**config.mk**
```make
export PLATFORM = sky130hd
export DESIGN_NAME = smr_read_engine
export DESIGN_NICKNAME = d
export VERILOG_FILES = /design/src/common/smr_pkg.sv /design/src/logic/smr_read_engine.sv
export SDC_FILE = /design/constraint.sdc
export NUM_CORES = 1
export LEC_CHECK = 0
export ABC_AREA = 1
export BUFFER_PORTS_ARGS = -buffer_cell sky130_fd_sc_hd__buf_2
export CAP_MARGIN = 20
export CORE_ASPECT_RATIO = 1.1
export CORE_MARGIN = 4
export CORE_UTILIZATION = 35
export DETAILED_ROUTE_END_ITERATION = 12
export GPL_ROUTABILITY_DRIVEN = 0
export MAX_ROUTING_LAYER = met4
export PLACE_DENSITY = 0.57
export SYNTH_ARGS = -nofsm -noshare
export SYNTH_HDL_FRONTEND = slang
export SYNTH_SLANG_ARGS = --single-unit
export TNS_END_PERCENT = 20
```
**constraint.sdc**
```tcl
create_clock -name core_clk -period 11.73 [get_ports core_clk]
set_clock_uncertainty 0.1 [all_clocks]
set_input_delay 2.346 -clock core_clk [delete_from_list [all_inputs] [get_ports core_clk]]
set_output_delay 2.346 -clock core_clk [all_outputs]
set_load 0.005 [all_outputs]
```
**src/common/smr_pkg.sv**
```systemverilog
`default_nettype none
package smr_pkg;

  // ----------------------------------------------------------------
  // Command protocol modes and engine states
  // ----------------------------------------------------------------
  typedef enum logic [1:0] {
    PROTO_ONE,
    PROTO_TWO,
    PROTO_FOUR
  } smr_proto_t;

  typedef enum logic [2:0] {
    ST_OPC,
    ST_ADDR,
    ST_MODE,
    ST_DUMMY,
    ST_DATA,
    ST_IGNORE
  } smr_state_t;

  // ----------------------------------------------------------------
  // Carriers
  // ----------------------------------------------------------------
  // Configuration register one fields and the protocol mode
  typedef struct packed {
    logic [3:0] latencyCode;
    logic quadEnable;
    smr_proto_t protocolMode;
  } smr_cfg_t;

  // Array read request; data returns one cycle after en
  typedef struct packed {
    logic en;
    logic [20:0] addr;
  } smr_memreq_t;

  // ----------------------------------------------------------------
  // Opcodes, mode patterns, address space
  // ----------------------------------------------------------------
  localparam logic [7:0] OPC_READ = 8'h03;
  localparam logic [7:0] OPC_FAST = 8'h0b;
  localparam logic [7:0] OPC_DDR = 8'h0d;
  localparam logic [7:0] OPC_DUAL_OUT = 8'h3b;
  localparam logic [7:0] OPC_DUAL_IO = 8'hbb;
  localparam logic [7:0] OPC_QUAD_OUT = 8'h6b;
  localparam logic [3:0] MODE_NIBBLE = 4'ha;
  localparam logic [7:0] MODE_DDR = 8'ha5;
  localparam int ADDR_W = 21;
  localparam logic [20:0] ADDR_TOP = 21'h1fffff;
  localparam logic [20:0] ADDR_BASE = 21'h000000;
  localparam logic [1:0] ADDR_LAST_BYTE = 2'h2;
  localparam logic [3:0] BYTE_BITS = 4'h8;

  // ----------------------------------------------------------------
  // Line widths and output enables
  // ----------------------------------------------------------------
  localparam logic [3:0] W_ONE = 4'h1;
  localparam logic [3:0] W_TWO = 4'h2;
  localparam logic [3:0] W_FOUR = 4'h4;
  localparam logic [3:0] OE_ONE = 4'h2;
  localparam logic [3:0] OE_TWO = 4'h3;
  localparam logic [3:0] OE_FOUR = 4'hf;
  localparam logic [3:0] OE_OFF = 4'h0;

  // Reset values
  localparam logic CONT_RST = 1'b0;
  localparam logic [7:0] CMD_RST = 8'h00;

endpackage : smr_pkg
`default_nettype wire

```
**src/logic/smr_read_engine.sv**
```systemverilog
`timescale 1ns/1ps
`default_nettype none
module smr_read_engine (
  input wire logic core_clk,
  input wire logic rst,
  input wire logic sckPin,
  input wire logic csPin_n,
  input wire logic [3:0] ioIn,
  input wire smr_pkg::smr_cfg_t cfg,
  input wire logic [7:0] memRdData,
  output logic [3:0] ioOut_r,
  output logic [3:0] ioOe_r,
  output smr_pkg::smr_memreq_t memReq_r,
  output logic contActive_r
);

  // ----------------------------------------------------------------
  // Pin synchronisers
  // ----------------------------------------------------------------
  logic [2:0] sckSh_r;
  logic [2:0] csSh_r;
  logic [3:0] ioMeta_r;
  logic [3:0] ioSync_r;

  // Stage 0 is read only by stage 1; stage 2 is the edge reference
  always_ff @(posedge core_clk or posedge rst)
  begin
    if (rst)
    begin
      sckSh_r <= 3'h0;
      csSh_r <= 3'h7;
      ioMeta_r <= 4'h0;
      ioSync_r <= 4'h0;
    end
    else
    begin
      sckSh_r <= {sckSh_r[1:0], sckPin};
      csSh_r <= {csSh_r[1:0], csPin_n};
      ioMeta_r <= ioIn;
      ioSync_r <= ioMeta_r;
    end
  end

  // ----------------------------------------------------------------
  // Edge events and widths
  // ----------------------------------------------------------------
  logic riseEv, fallEv, csHigh, csFall, run;
  smr_pkg::smr_state_t state_r;
  logic [7:0] cmd_r;
  logic [7:0] shift_r;
  logic [7:0] shNxt;
  logic [3:0] bitCnt_r;
  logic [1:0] byteCnt_r;
  logic [3:0] dumCnt_r;
  logic [20:0] addr_r;
  logic [20:0] addrNxt;
  logic [7:0] pref_r;
  logic memEnD_r;
  logic [7:0] outSh_r;
  logic [3:0] outLeft_r;
  logic [7:0] curByte;
  logic [3:0] avail;
  logic cont_r;
  logic [7:0] contCmd_r;
  logic [3:0] protoW, addrW, dataW, inW;
  logic isDdr, hasMode, inSample, outEv, byteDone;
  logic startFetch, consumeEv, modeDone, cmdOk;

  assign riseEv = sckSh_r[1] & ~sckSh_r[2];
  assign fallEv = ~sckSh_r[1] & sckSh_r[2];
  assign csHigh = csSh_r[1];
  assign csFall = ~csSh_r[1] & csSh_r[2];
  assign run = !csHigh && !csFall;
  assign isDdr = (cmd_r == smr_pkg::OPC_DDR);
  assign hasMode = (cmd_r != smr_pkg::OPC_READ);

  // Line widths per phase for the command in flight
  always_comb
  begin
    unique case (cfg.protocolMode)
      smr_pkg::PROTO_TWO: protoW = smr_pkg::W_TWO;
      smr_pkg::PROTO_FOUR: protoW = smr_pkg::W_FOUR;
      default: protoW = smr_pkg::W_ONE;
    endcase
    addrW = protoW;
    dataW = protoW;
    if (cfg.protocolMode == smr_pkg::PROTO_ONE)
    begin
      if (cmd_r == smr_pkg::OPC_DUAL_IO)
        addrW = smr_pkg::W_TWO;
      if (cmd_r == smr_pkg::OPC_DUAL_OUT || cmd_r == smr_pkg::OPC_DUAL_IO)
        dataW = smr_pkg::W_TWO;
      else if (cmd_r == smr_pkg::OPC_QUAD_OUT)
        dataW = smr_pkg::W_FOUR;
    end
    inW = (state_r == smr_pkg::ST_OPC) ? protoW : addrW;
  end

  // Double edge sampling applies to address and mode only; a fall only
  // finishes a byte, so the fall closing the last opcode clock is skipped
  assign inSample = riseEv || (isDdr && fallEv && bitCnt_r != 4'h0 &&
    (state_r == smr_pkg::ST_ADDR || state_r == smr_pkg::ST_MODE));
  assign outEv = fallEv || (isDdr && riseEv);

  // Input shift, widest lines hold the most significant bits
  always_comb
  begin
    unique case (inW)
      smr_pkg::W_TWO: shNxt = {shift_r[5:0], ioSync_r[1:0]};
      smr_pkg::W_FOUR: shNxt = {shift_r[3:0], ioSync_r};
      default: shNxt = {shift_r[6:0], ioSync_r[0]};
    endcase
  end

  assign byteDone = inSample && ((bitCnt_r + inW) == smr_pkg::BYTE_BITS);
  assign modeDone = run && state_r == smr_pkg::ST_MODE && byteDone;

  // Opcodes this engine accepts in the current protocol
  always_comb
  begin
    unique case (shNxt)
      smr_pkg::OPC_READ, smr_pkg::OPC_FAST: cmdOk = 1'b1;
      smr_pkg::OPC_DDR:
        cmdOk = (cfg.protocolMode == smr_pkg::PROTO_FOUR);
      smr_pkg::OPC_DUAL_OUT, smr_pkg::OPC_DUAL_IO:
        cmdOk = (cfg.protocolMode == smr_pkg::PROTO_ONE);
      smr_pkg::OPC_QUAD_OUT:
        cmdOk = (cfg.protocolMode == smr_pkg::PROTO_ONE) && cfg.quadEnable;
      default: cmdOk = 1'b0;
    endcase
  end

  // ----------------------------------------------------------------
  // Transaction sequencer
  // ----------------------------------------------------------------
  // Deselect wins over everything so a cut frame never leaks state
  always_ff @(posedge core_clk or posedge rst)
  begin
    if (rst)
    begin
      state_r <= smr_pkg::ST_OPC;
      cmd_r <= smr_pkg::CMD_RST;
      shift_r <= 8'h00;
      bitCnt_r <= 4'h0;
      byteCnt_r <= 2'h0;
      dumCnt_r <= 4'h0;
    end
    else if (csHigh)
    begin
      state_r <= smr_pkg::ST_OPC;
      bitCnt_r <= 4'h0;
      byteCnt_r <= 2'h0;
      dumCnt_r <= 4'h0;
    end
    else if (csFall)
    begin
      if (cont_r)
      begin
        state_r <= smr_pkg::ST_ADDR;
        cmd_r <= contCmd_r;
      end
      else
        state_r <= smr_pkg::ST_OPC;
    end
    else
    begin
      unique case (state_r)
        smr_pkg::ST_OPC, smr_pkg::ST_ADDR, smr_pkg::ST_MODE:
        begin
          if (inSample)
          begin
            shift_r <= shNxt;
            bitCnt_r <= byteDone ? 4'h0 : bitCnt_r + inW;
          end
          if (byteDone && state_r == smr_pkg::ST_OPC)
          begin
            cmd_r <= shNxt;
            state_r <= cmdOk ? smr_pkg::ST_ADDR : smr_pkg::ST_IGNORE;
          end
          else if (byteDone && state_r == smr_pkg::ST_ADDR)
          begin
            byteCnt_r <= byteCnt_r + 2'h1;
            if (byteCnt_r == smr_pkg::ADDR_LAST_BYTE)
            begin
              if (hasMode)
                state_r <= smr_pkg::ST_MODE;
              else if (cfg.latencyCode == 4'h0)
                state_r <= smr_pkg::ST_DATA;
              else
                state_r <= smr_pkg::ST_DUMMY;
            end
          end
          else if (byteDone)
            state_r <= (cfg.latencyCode == 4'h0) ? smr_pkg::ST_DATA
              : smr_pkg::ST_DUMMY;
        end
        // Dummy cycles counted on rising clock edges
        smr_pkg::ST_DUMMY:
        begin
          if (riseEv)
          begin
            dumCnt_r <= dumCnt_r + 4'h1;
            if (dumCnt_r + 4'h1 == cfg.latencyCode)
              state_r <= smr_pkg::ST_DATA;
          end
        end
        smr_pkg::ST_DATA, smr_pkg::ST_IGNORE:
          state_r <= state_r;
      endcase
    end
  end

  // ----------------------------------------------------------------
  // Address counter and array fetch
  // ----------------------------------------------------------------
  // Shifting keeps only 21 bits, so the top three are dropped
  assign addrNxt = {addr_r[12:0], shNxt};
  assign startFetch = run && state_r == smr_pkg::ST_ADDR && byteDone &&
    byteCnt_r == smr_pkg::ADDR_LAST_BYTE;
  assign consumeEv = run && state_r == smr_pkg::ST_DATA && outEv &&
    outLeft_r == 4'h0;

  // Next byte is fetched as soon as the current one is taken
  always_ff @(posedge core_clk or posedge rst)
  begin
    if (rst)
    begin
      addr_r <= smr_pkg::ADDR_BASE;
      memReq_r <= '0;
    end
    else
    begin
      memReq_r.en <= 1'b0;
      if (consumeEv)
      begin
        addr_r <= addr_r + 21'h1;
        memReq_r.en <= 1'b1;
        memReq_r.addr <= addr_r + 21'h1;
      end
      else if (run && state_r == smr_pkg::ST_ADDR && byteDone)
      begin
        addr_r <= addrNxt;
        if (startFetch)
        begin
          memReq_r.en <= 1'b1;
          memReq_r.addr <= addrNxt;
        end
      end
    end
  end

  // Prefetch buffer, one cycle array latency
  always_ff @(posedge core_clk or posedge rst)
  begin
    if (rst)
    begin
      memEnD_r <= 1'b0;
      pref_r <= 8'h00;
    end
    else
    begin
      memEnD_r <= memReq_r.en;
      if (memEnD_r)
        pref_r <= memRdData;
    end
  end

  // ----------------------------------------------------------------
  // Data output
  // ----------------------------------------------------------------
  assign curByte = (outLeft_r == 4'h0) ? pref_r : outSh_r;
  assign avail = (outLeft_r == 4'h0) ? smr_pkg::BYTE_BITS : outLeft_r;

  // Bits change on the falling edge so the host samples on rising; double edge reads change on both edges
  always_ff @(posedge core_clk or posedge rst)
  begin
    if (rst)
    begin
      ioOut_r <= 4'h0;
      ioOe_r <= smr_pkg::OE_OFF;
      outSh_r <= 8'h00;
      outLeft_r <= 4'h0;
    end
    else if (csHigh || state_r != smr_pkg::ST_DATA)
    begin
      ioOe_r <= smr_pkg::OE_OFF;
      outLeft_r <= 4'h0;
    end
    else if (outEv && !csFall)
    begin
      outLeft_r <= avail - dataW;
      unique case (dataW)
        smr_pkg::W_TWO:
        begin
          ioOe_r <= smr_pkg::OE_TWO;
          ioOut_r <= {2'b00, curByte[7:6]};
          outSh_r <= {curByte[5:0], 2'b00};
        end
        smr_pkg::W_FOUR:
        begin
          ioOe_r <= smr_pkg::OE_FOUR;
          ioOut_r <= curByte[7:4];
          outSh_r <= {curByte[3:0], 4'h0};
        end
        default:
        begin
          ioOe_r <= smr_pkg::OE_ONE;
          ioOut_r <= {2'b00, curByte[7], 1'b0};
          outSh_r <= {curByte[6:0], 1'b0};
        end
      endcase
    end
  end

  // ----------------------------------------------------------------
  // Continuous mode
  // ----------------------------------------------------------------
  // Double edge reads demand the whole byte; others the high nibble
  always_ff @(posedge core_clk or posedge rst)
  begin
    if (rst)
    begin
      cont_r <= smr_pkg::CONT_RST;
      contCmd_r <= smr_pkg::CMD_RST;
    end
    else if (modeDone)
    begin
      contCmd_r <= cmd_r;
      if (isDdr)
        cont_r <= (shNxt == smr_pkg::MODE_DDR);
      else
        cont_r <= (shNxt[7:4] == smr_pkg::MODE_NIBBLE);
    end
  end

  assign contActive_r = cont_r;
endmodule : smr_read_engine
`default_nettype wire

```
==> flow_metrics.py, run 1 <==
metrics = {
    "status": {
        "status": "completed",
    },
    "power": {
        "power.density_nw_per_um2": 147,
        "seqPwrFrac_pct": 41.5,
        "irDropWorstVdd_mv": 0.105,
        "switching_share_pct": 25.9,
        "cellLeakagePower_nw": 3.69,
        "p_int_w": 0.000811,
        "p_switching_w": 0.000284,
        "pwr-share-comb_pct": 10.1,
        "clkPwrFrac_pct": 48.3,
    },
    "clock_network": {
        "cts-htree-levels": 4,
        "clk_pin_slew_ns": 0.06,
        "cts_root_buf": "clkbuf_16",
        "hold_buffers": 0,
        "post_cts_resized": 0,
        "cts_num_sinks": 121,
        "worstSkewPairLatency_ns": 0.42,
        "cts_buffer_depth": 2,
        "cts_buffers": 17,
        "cts_tree": "yes",
        "cts_setup_buffers": 0,
    },
    "sta": {
        "relSlewSlack_pct": 49.0,
        "fin_crit_ns": 5.38,
        "setup_violations": 0,
        "worst_slew_pin_slew_ns": 0.760,
        "fmax_mhz": 186,
        "rsz0062_at_grt": "no",
        "tns_ns": 0,
        "hold_viol_final": 0,
        "slew_viol_final": 0,
        "final.period_utilization_pct": 45.9,
    },
    "synth": {
        "synth_compound_gate_area_share_pct": 12.6,
        "yosysSeqAreaShare_pct": 47.7,
        "synth_top_family_by_area": "simple AND/OR/NAND/NOR gates",
        "synth_area_um2": 6350,
        "syn_nets": 847,
        "synthCells": 810,
        "synthesis.area_per_instance_um2": 7.84,
        "synth_simple_gate_area_share_pct": 24.5,
        "ys_warn_count": 0,
        "synth_flop_cell": "dfrtp_1",
        "ys_types": 45,
        "synthXorXnorAreaFrac_pct": 3.03,
        "synth-edff-count": 0,
        "synthAdderAreaFrac_pct": 3.00,
        "muxShareOfSynthArea_pct": 0.867,
        "synthArstFlopShare_pct": 100,
        "ys_seq_elements": 121,
    },
    "die": {
        "core_um2": 17700,
        "dieArea_um2": 20400,
        "fp.dieH_um": 149,
        "pin_count": 54,
        "rows": 51,
        "start_util_pct": 35.8,
        "fp.dieW_um": 136,
    },
    "global_routing": {
        "first_global_vias": 5173,
        "antenna_found_initial": 0,
        "grt_max_degree": 78,
        "overflow": 0,
        "grt_pass1_wl_um": 25900,
        "track_usage_pct": 16.6,
    },
    "worst_setup_path": {
        "critPathCaptureType": "flip-flop",
        "crit_arrival_ns": 5.64,
        "cp-start-kind": "input port",
        "cp_max_fo": 22,
        "crit_type": "input port to flip-flop",
        "cp.required_ns": 11.99,
    },
    "layout": {
        "area_growth_pct": 17.1,
        "nets": 900,
        "layout_common_cells": "nand2_1, dfrtp_1, inv_1",
        "diodes": 0,
        "fin_area_um2": 7440,
        "fillCellCount": 1858,
        "layout-drive-gt1-share_pct": 13.4,
        "final_common_cell": "nand2_1",
    },
    "drt": {
        "via_per_inst": 4.77,
        "drc_errors": 0,
        "vias": 5314,
        "drt_wl_total_um": 15400,
        "dr.pass1.iters": 5,
        "first_iter_violations": 313,
        "drtAntennaViolNets": 0,
        "wl_per_cell_um": 13.9,
    },
    "job": {
        "drv_cap": 0,
    },
    "placed_design": {
        "io_buffers": 53,
        "placed_cell_area_um2": 6810,
        "hpwl_um": 11300,
    },
    "worst_hold_path": {
        "hold_path_class": "flip-flop to flip-flop",
    },
}
[final cells by class]
class                   count  area, um^2  share of cell area [%]
well taps                 238         298                    4.00
clock buffers              20         447                    6.01
repair buffers             58         323                    4.34
inverters                 106         400                    5.38
flip-flops and latches    121        3030                    40.8
clock inverters            12         150                    2.02
multi-input cells         559        2790                    37.5
[Yosys cell counts, drive strengths merged, types with 2 or more instances]
cell type	number	area share, %
o22ai	8	0.79
nor4	5	0.49
nor3	18	1.7
nand4	8	0.89
dfstp	3	1.2
clkbuf	9	0.53
xnor2	5	0.69
mux2	4	0.71
inv	105	6.2
ha	12	2.4
o21ai	108	8.7
dfrtp	118	47
buf	15	1.6
or2	3	0.30
xor2	17	2.3
a21oi	16	1.3
nand2	244	15
nand3	39	3.1
o211ai	6	0.71
fa	2	0.63
nor2	51	3.1
o2111ai	2	0.28
[registers in the layout (all words and copies together), names as in the netlist]
register,flops
contActive_r,1
byteCnt_r,2
contCmd_r,8
memReq_r,22
ioOut_r,4
pref_r,8
sckSh_r,3
state_r,3
shift_r,7
outSh_r,7
ioMeta_r,4
dumCnt_r,4
ioSync_r,4
outLeft_r,4
bitCnt_r,4
csSh_r,3
cmd_r,8
ioOe_r,3
addr_r,21
memEnD_r,1
[path summary, 6_finish.rpt]
check	startpoint	endpoint	slack, ns	cells past startpoint
setup reg to reg	state_r[1]	memReq_r[15]	7.96	23
hold / removal	ioMeta_r[3]	ioSync_r[3]	0.25	0
min in group asynchronous	rst	memReq_r[14]	1.88	2
max in group asynchronous	rst	csSh_r[1]	8.50	4
setup / recovery	cfg[0]	memReq_r[15]	6.35	24
hold reg to reg	ioMeta_r[3]	ioSync_r[3]	0.25	0
[worst max-delay path, cell delays in order]
cell and delay, ns:
buf_2 0.09, inv_1 0.05, ha_1 0.23, nand4_1 0.10
nor2_1 0.06, nand2_1 0.11, inv_1 0.07, nor2_1 0.09
ha_1 0.17, inv_1 0.05, fa_1 0.47, inv_1 0.05
nor2_1 0.08, nand2_1 0.06, nor2_1 0.15, nand2_1 0.12
inv_1 0.11, nand3_1 0.11, nand2_4 0.21, o21ai_2 0.26
buf_4 0.27, inv_2 0.20, nand2_1 0.09, nand2_1 0.08
[power groups by stage]
| stage | registers, W | clock network, W | logic [W] |
|---|---|---|---|
| finish | 0.000455 | 0.000530 | 0.000111 |
| global route | 0.000457 | 0.000559 | 0.000130 |
| CTS | 0.000455 | 0.000542 | 0.000111 |
| detailed placement | 0.000462 | 0 | 0.000111 |
| global placement | 0.000462 | 0 | 0.000110 |
| floorplan | 0.000457 | 0 | 0.0000796 |
[metrics by stage]
step	setup WS [ns]	hold slack (ns)	util [%]	total power, W	std cells
2_1_floorplan	6.07	0.231	-	0.000537	810
5_1_grt	5.92	0.258	41.9	0.00115	1114
3_3_place_gp	6.01	0.233	38.4	0.000572	1081
4_1_cts	6.36	0.247	41.8	0.00111	1113
6_report	6.35	0.246	41.9	0.00110	1114
3_5_place_dp	5.90	0.235	38.4	0.000572	1081
[cells by family after synthesis]
| kind of cell | count (synthesis) |
|---|---|
| muxes | 5 |
| xor gates and xnor gates | 22 |
| DFF | 121 |
| and+or+nand+nor | 371 |
| adders and majority gates | 14 |
| AOI/OAI and AO/OA | 147 |
| buffers and inverters | 130 |
[metal layers]
metal	part of all wire (%)	wire [um]	global-route usage [%]	vias up
met5	0	0	-	-
met4	2.3	353	7.11	0
met3	3.8	585	2.90	30
met2	45	6920	24.9	114
met1	49	7580	22.3	2454
li1	-	-	-	2716
Power figures use the tool's default switching activity.
==> run 2: changes to the inputs <==
clock period = 5.3 ns   (was 11.73 ns; I/O delays follow)
==> run 2 against run 1 <==
Against the previous run:
- utilization shrank 0.18 points
- combinational power grew 120%
- sequential power grew 120%
- clock-buffer cell count grew 3
==> flow_metrics.py, run 2 (same netlist as run 1, synthesis figures left out) <==
metrics = {
    "worst_setup_path": {
        "cp_max_fo": 22,
        "r2r_cells": 21,
        "reg2reg_to": "addr_r[5]",
        "cp-start-kind": "input port",
        "critPathCaptureType": "flip-flop",
        "slowest_delay_ns": 0.47,
        "timing.rr.start": "state_r[1]",
        "cp.required_ns": 5.47,
        "r2r_setup_slack_ns": 1.77,
        "slowest_stage": "fa_1",
        "cpMostUsedCell": "inv_1",
        "crit_type": "input port to flip-flop",
        "path_cells": "buf_2, inv_1, ha_1, nand4_1, nor2_1, nand2_1, inv_1, nor2_1, ha_1, inv_1, fa_1, inv_1, nor2_1, nand2_1, nor2_1, nand2_1, inv_1, nand3_1, nand2_4, inv_1, nand2_1, o21ai_1",
        "crit_arrival_ns": 4.05,
    },
    "drt": {
        "drt_wl_total_um": 15100,
        "via_per_inst": 4.76,
        "vias": 5307,
        "first_iter_violations": 382,
        "wl_per_cell_um": 13.6,
        "drc_errors": 0,
        "dr.pass1.iters": 5,
        "drtAntennaViolNets": 0,
    },
    "die": {
        "dieArea_um2": 20400,
        "core_um2": 17700,
        "rows": 51,
        "fp.dieW_um": 136,
        "start_util_pct": 35.8,
        "fp.dieH_um": 149,
        "pin_count": 54,
    },
    "power": {
        "power.density_nw_per_um2": 323,
        "cellLeakagePower_nw": 3.69,
        "power_w": 0.00239,
        "irDropWorstVdd_mv": 0.209,
    },
    "sta": {
        "setup_violations": 0,
        "final.period_utilization_pct": 73.1,
        "slew_viol_final": 0,
        "worst_slew_pin_slew_ns": 0.723,
        "relSlewSlack_pct": 51.4,
        "rsz0062_at_grt": "no",
        "hold_viol_final": 0,
        "fmax_mhz": 258,
        "finalWorstSetupSlack_ns": 1.42,
        "whs_ns": 0.246,
        "tns_ns": 0,
        "fin_crit_ns": 3.88,
    },
    "worst_hold_path": {
        "min-delay-start": "ioMeta_r[3]",
        "hold-path-endpoint": "ioSync_r[3]",
        "worstHoldPathCells": 0,
        "hold_path_class": "flip-flop to flip-flop",
    },
    "placed_design": {
        "io_buffers": 53,
        "hpwl_um": 10900,
        "dpl_worst_slack_ns": 0.988,
    },
    "layout": {
        "largest_reg_flops": 22,
        "layout-drive-gt1-share_pct": 13.4,
        "fillCellCount": 1847,
        "diodes": 0,
        "area_growth_pct": 16.6,
        "regMostFlops": "memReq_r",
        "final_common_cell": "nand2_1",
        "layout_common_cells": "nand2_1, dfrtp_1, inv_1",
        "top_regs": "memReq_r (22), addr_r (21)",
        "nets": 900,
    },
    "global_routing": {
        "overflow": 0,
        "grt_pass1_wl_um": 25900,
        "grt_max_degree": 56,
        "track_usage_pct": 16.5,
        "antenna_found_initial": 0,
        "first_global_vias": 5159,
    },
    "clock_network": {
        "cts_root_buf": "clkbuf_16",
        "cts_num_sinks": 121,
        "worstSkewPairLatency_ns": 0.41,
        "cts_buffers": 17,
        "clk_pin_slew_ns": 0.05,
        "cts_tree": "yes",
        "cts_setup_buffers": 0,
        "cts-htree-levels": 4,
        "post_cts_resized": 0,
        "cts_buffer_depth": 2,
        "hold_buffers": 0,
    },
    "status": {
        "status": "completed",
    },
    "job": {
        "drv_cap": 0,
    },
}
[run 2: per-layer routing]
layer,routed length [um],vias up,track usage (%)
met3,577,13,3.51
li1,-,2718,-
met1,7390,2475,22.4
met2,7000,101,25.1
met5,0,-,-
met4,164,0,4.44
[run 2: where the power goes]
| group | switching [W] | total [W] | internal, W | leakage, nW |
|---|---|---|---|---|
| Clock | 0.000407 | 0.00114 | 0.000736 | 0.292 |
| Combinational | 0.000166 | 0.000242 | 0.0000760 | 1.85 |
| Sequential | 0.0000394 | 0.00101 | 0.000970 | 1.54 |
[run 2: worst max path at each step]
stage,startpoint,endpoint,depth (start not counted)
after floorplan,rst,addr_r[0],1
after global placement,cfg[0],addr_r[20],21
after detailed placement,cfg[0],addr_r[20],21
after CTS,cfg[0],addr_r[5],22
after global routing,cfg[0],addr_r[5],21
final,cfg[0],addr_r[5],22
[run 2: critical path: cells and delay by family]
kind / cells / cell delay [ns]
AND/OR/NAND/NOR: 11 / 1.26
AO/OA/AOI/OAI: 1 / 0.07
buffers and inverters: 7 / 0.78
adder cells (fa/ha/maj): 3 / 0.86
[run 2: cell type report]
type | count | area (um^2) | area share (%)
Sequential cell | 121 | 3030 | 40.9
Multi-Input combinational cell | 559 | 2790 | 37.6
Clock buffer | 23 | 488 | 6.59
Inverter | 106 | 400 | 5.41
Timing Repair Buffer | 58 | 303 | 4.09
Tap cell | 238 | 298 | 4.02
Clock inverter | 9 | 97.6 | 1.32
[run 2: metrics by stage]
stage / cell area (um^2) / std cells / util (%)
after detailed placement: 6820 / 1082 / 38.4
after CTS: 7410 / 1114 / 41.7
after global placement: 6820 / 1082 / 38.4
after floorplan: 6350 / 810 / -
final: 7410 / 1114 / 41.7
after global routing: 7410 / 1114 / 41.7
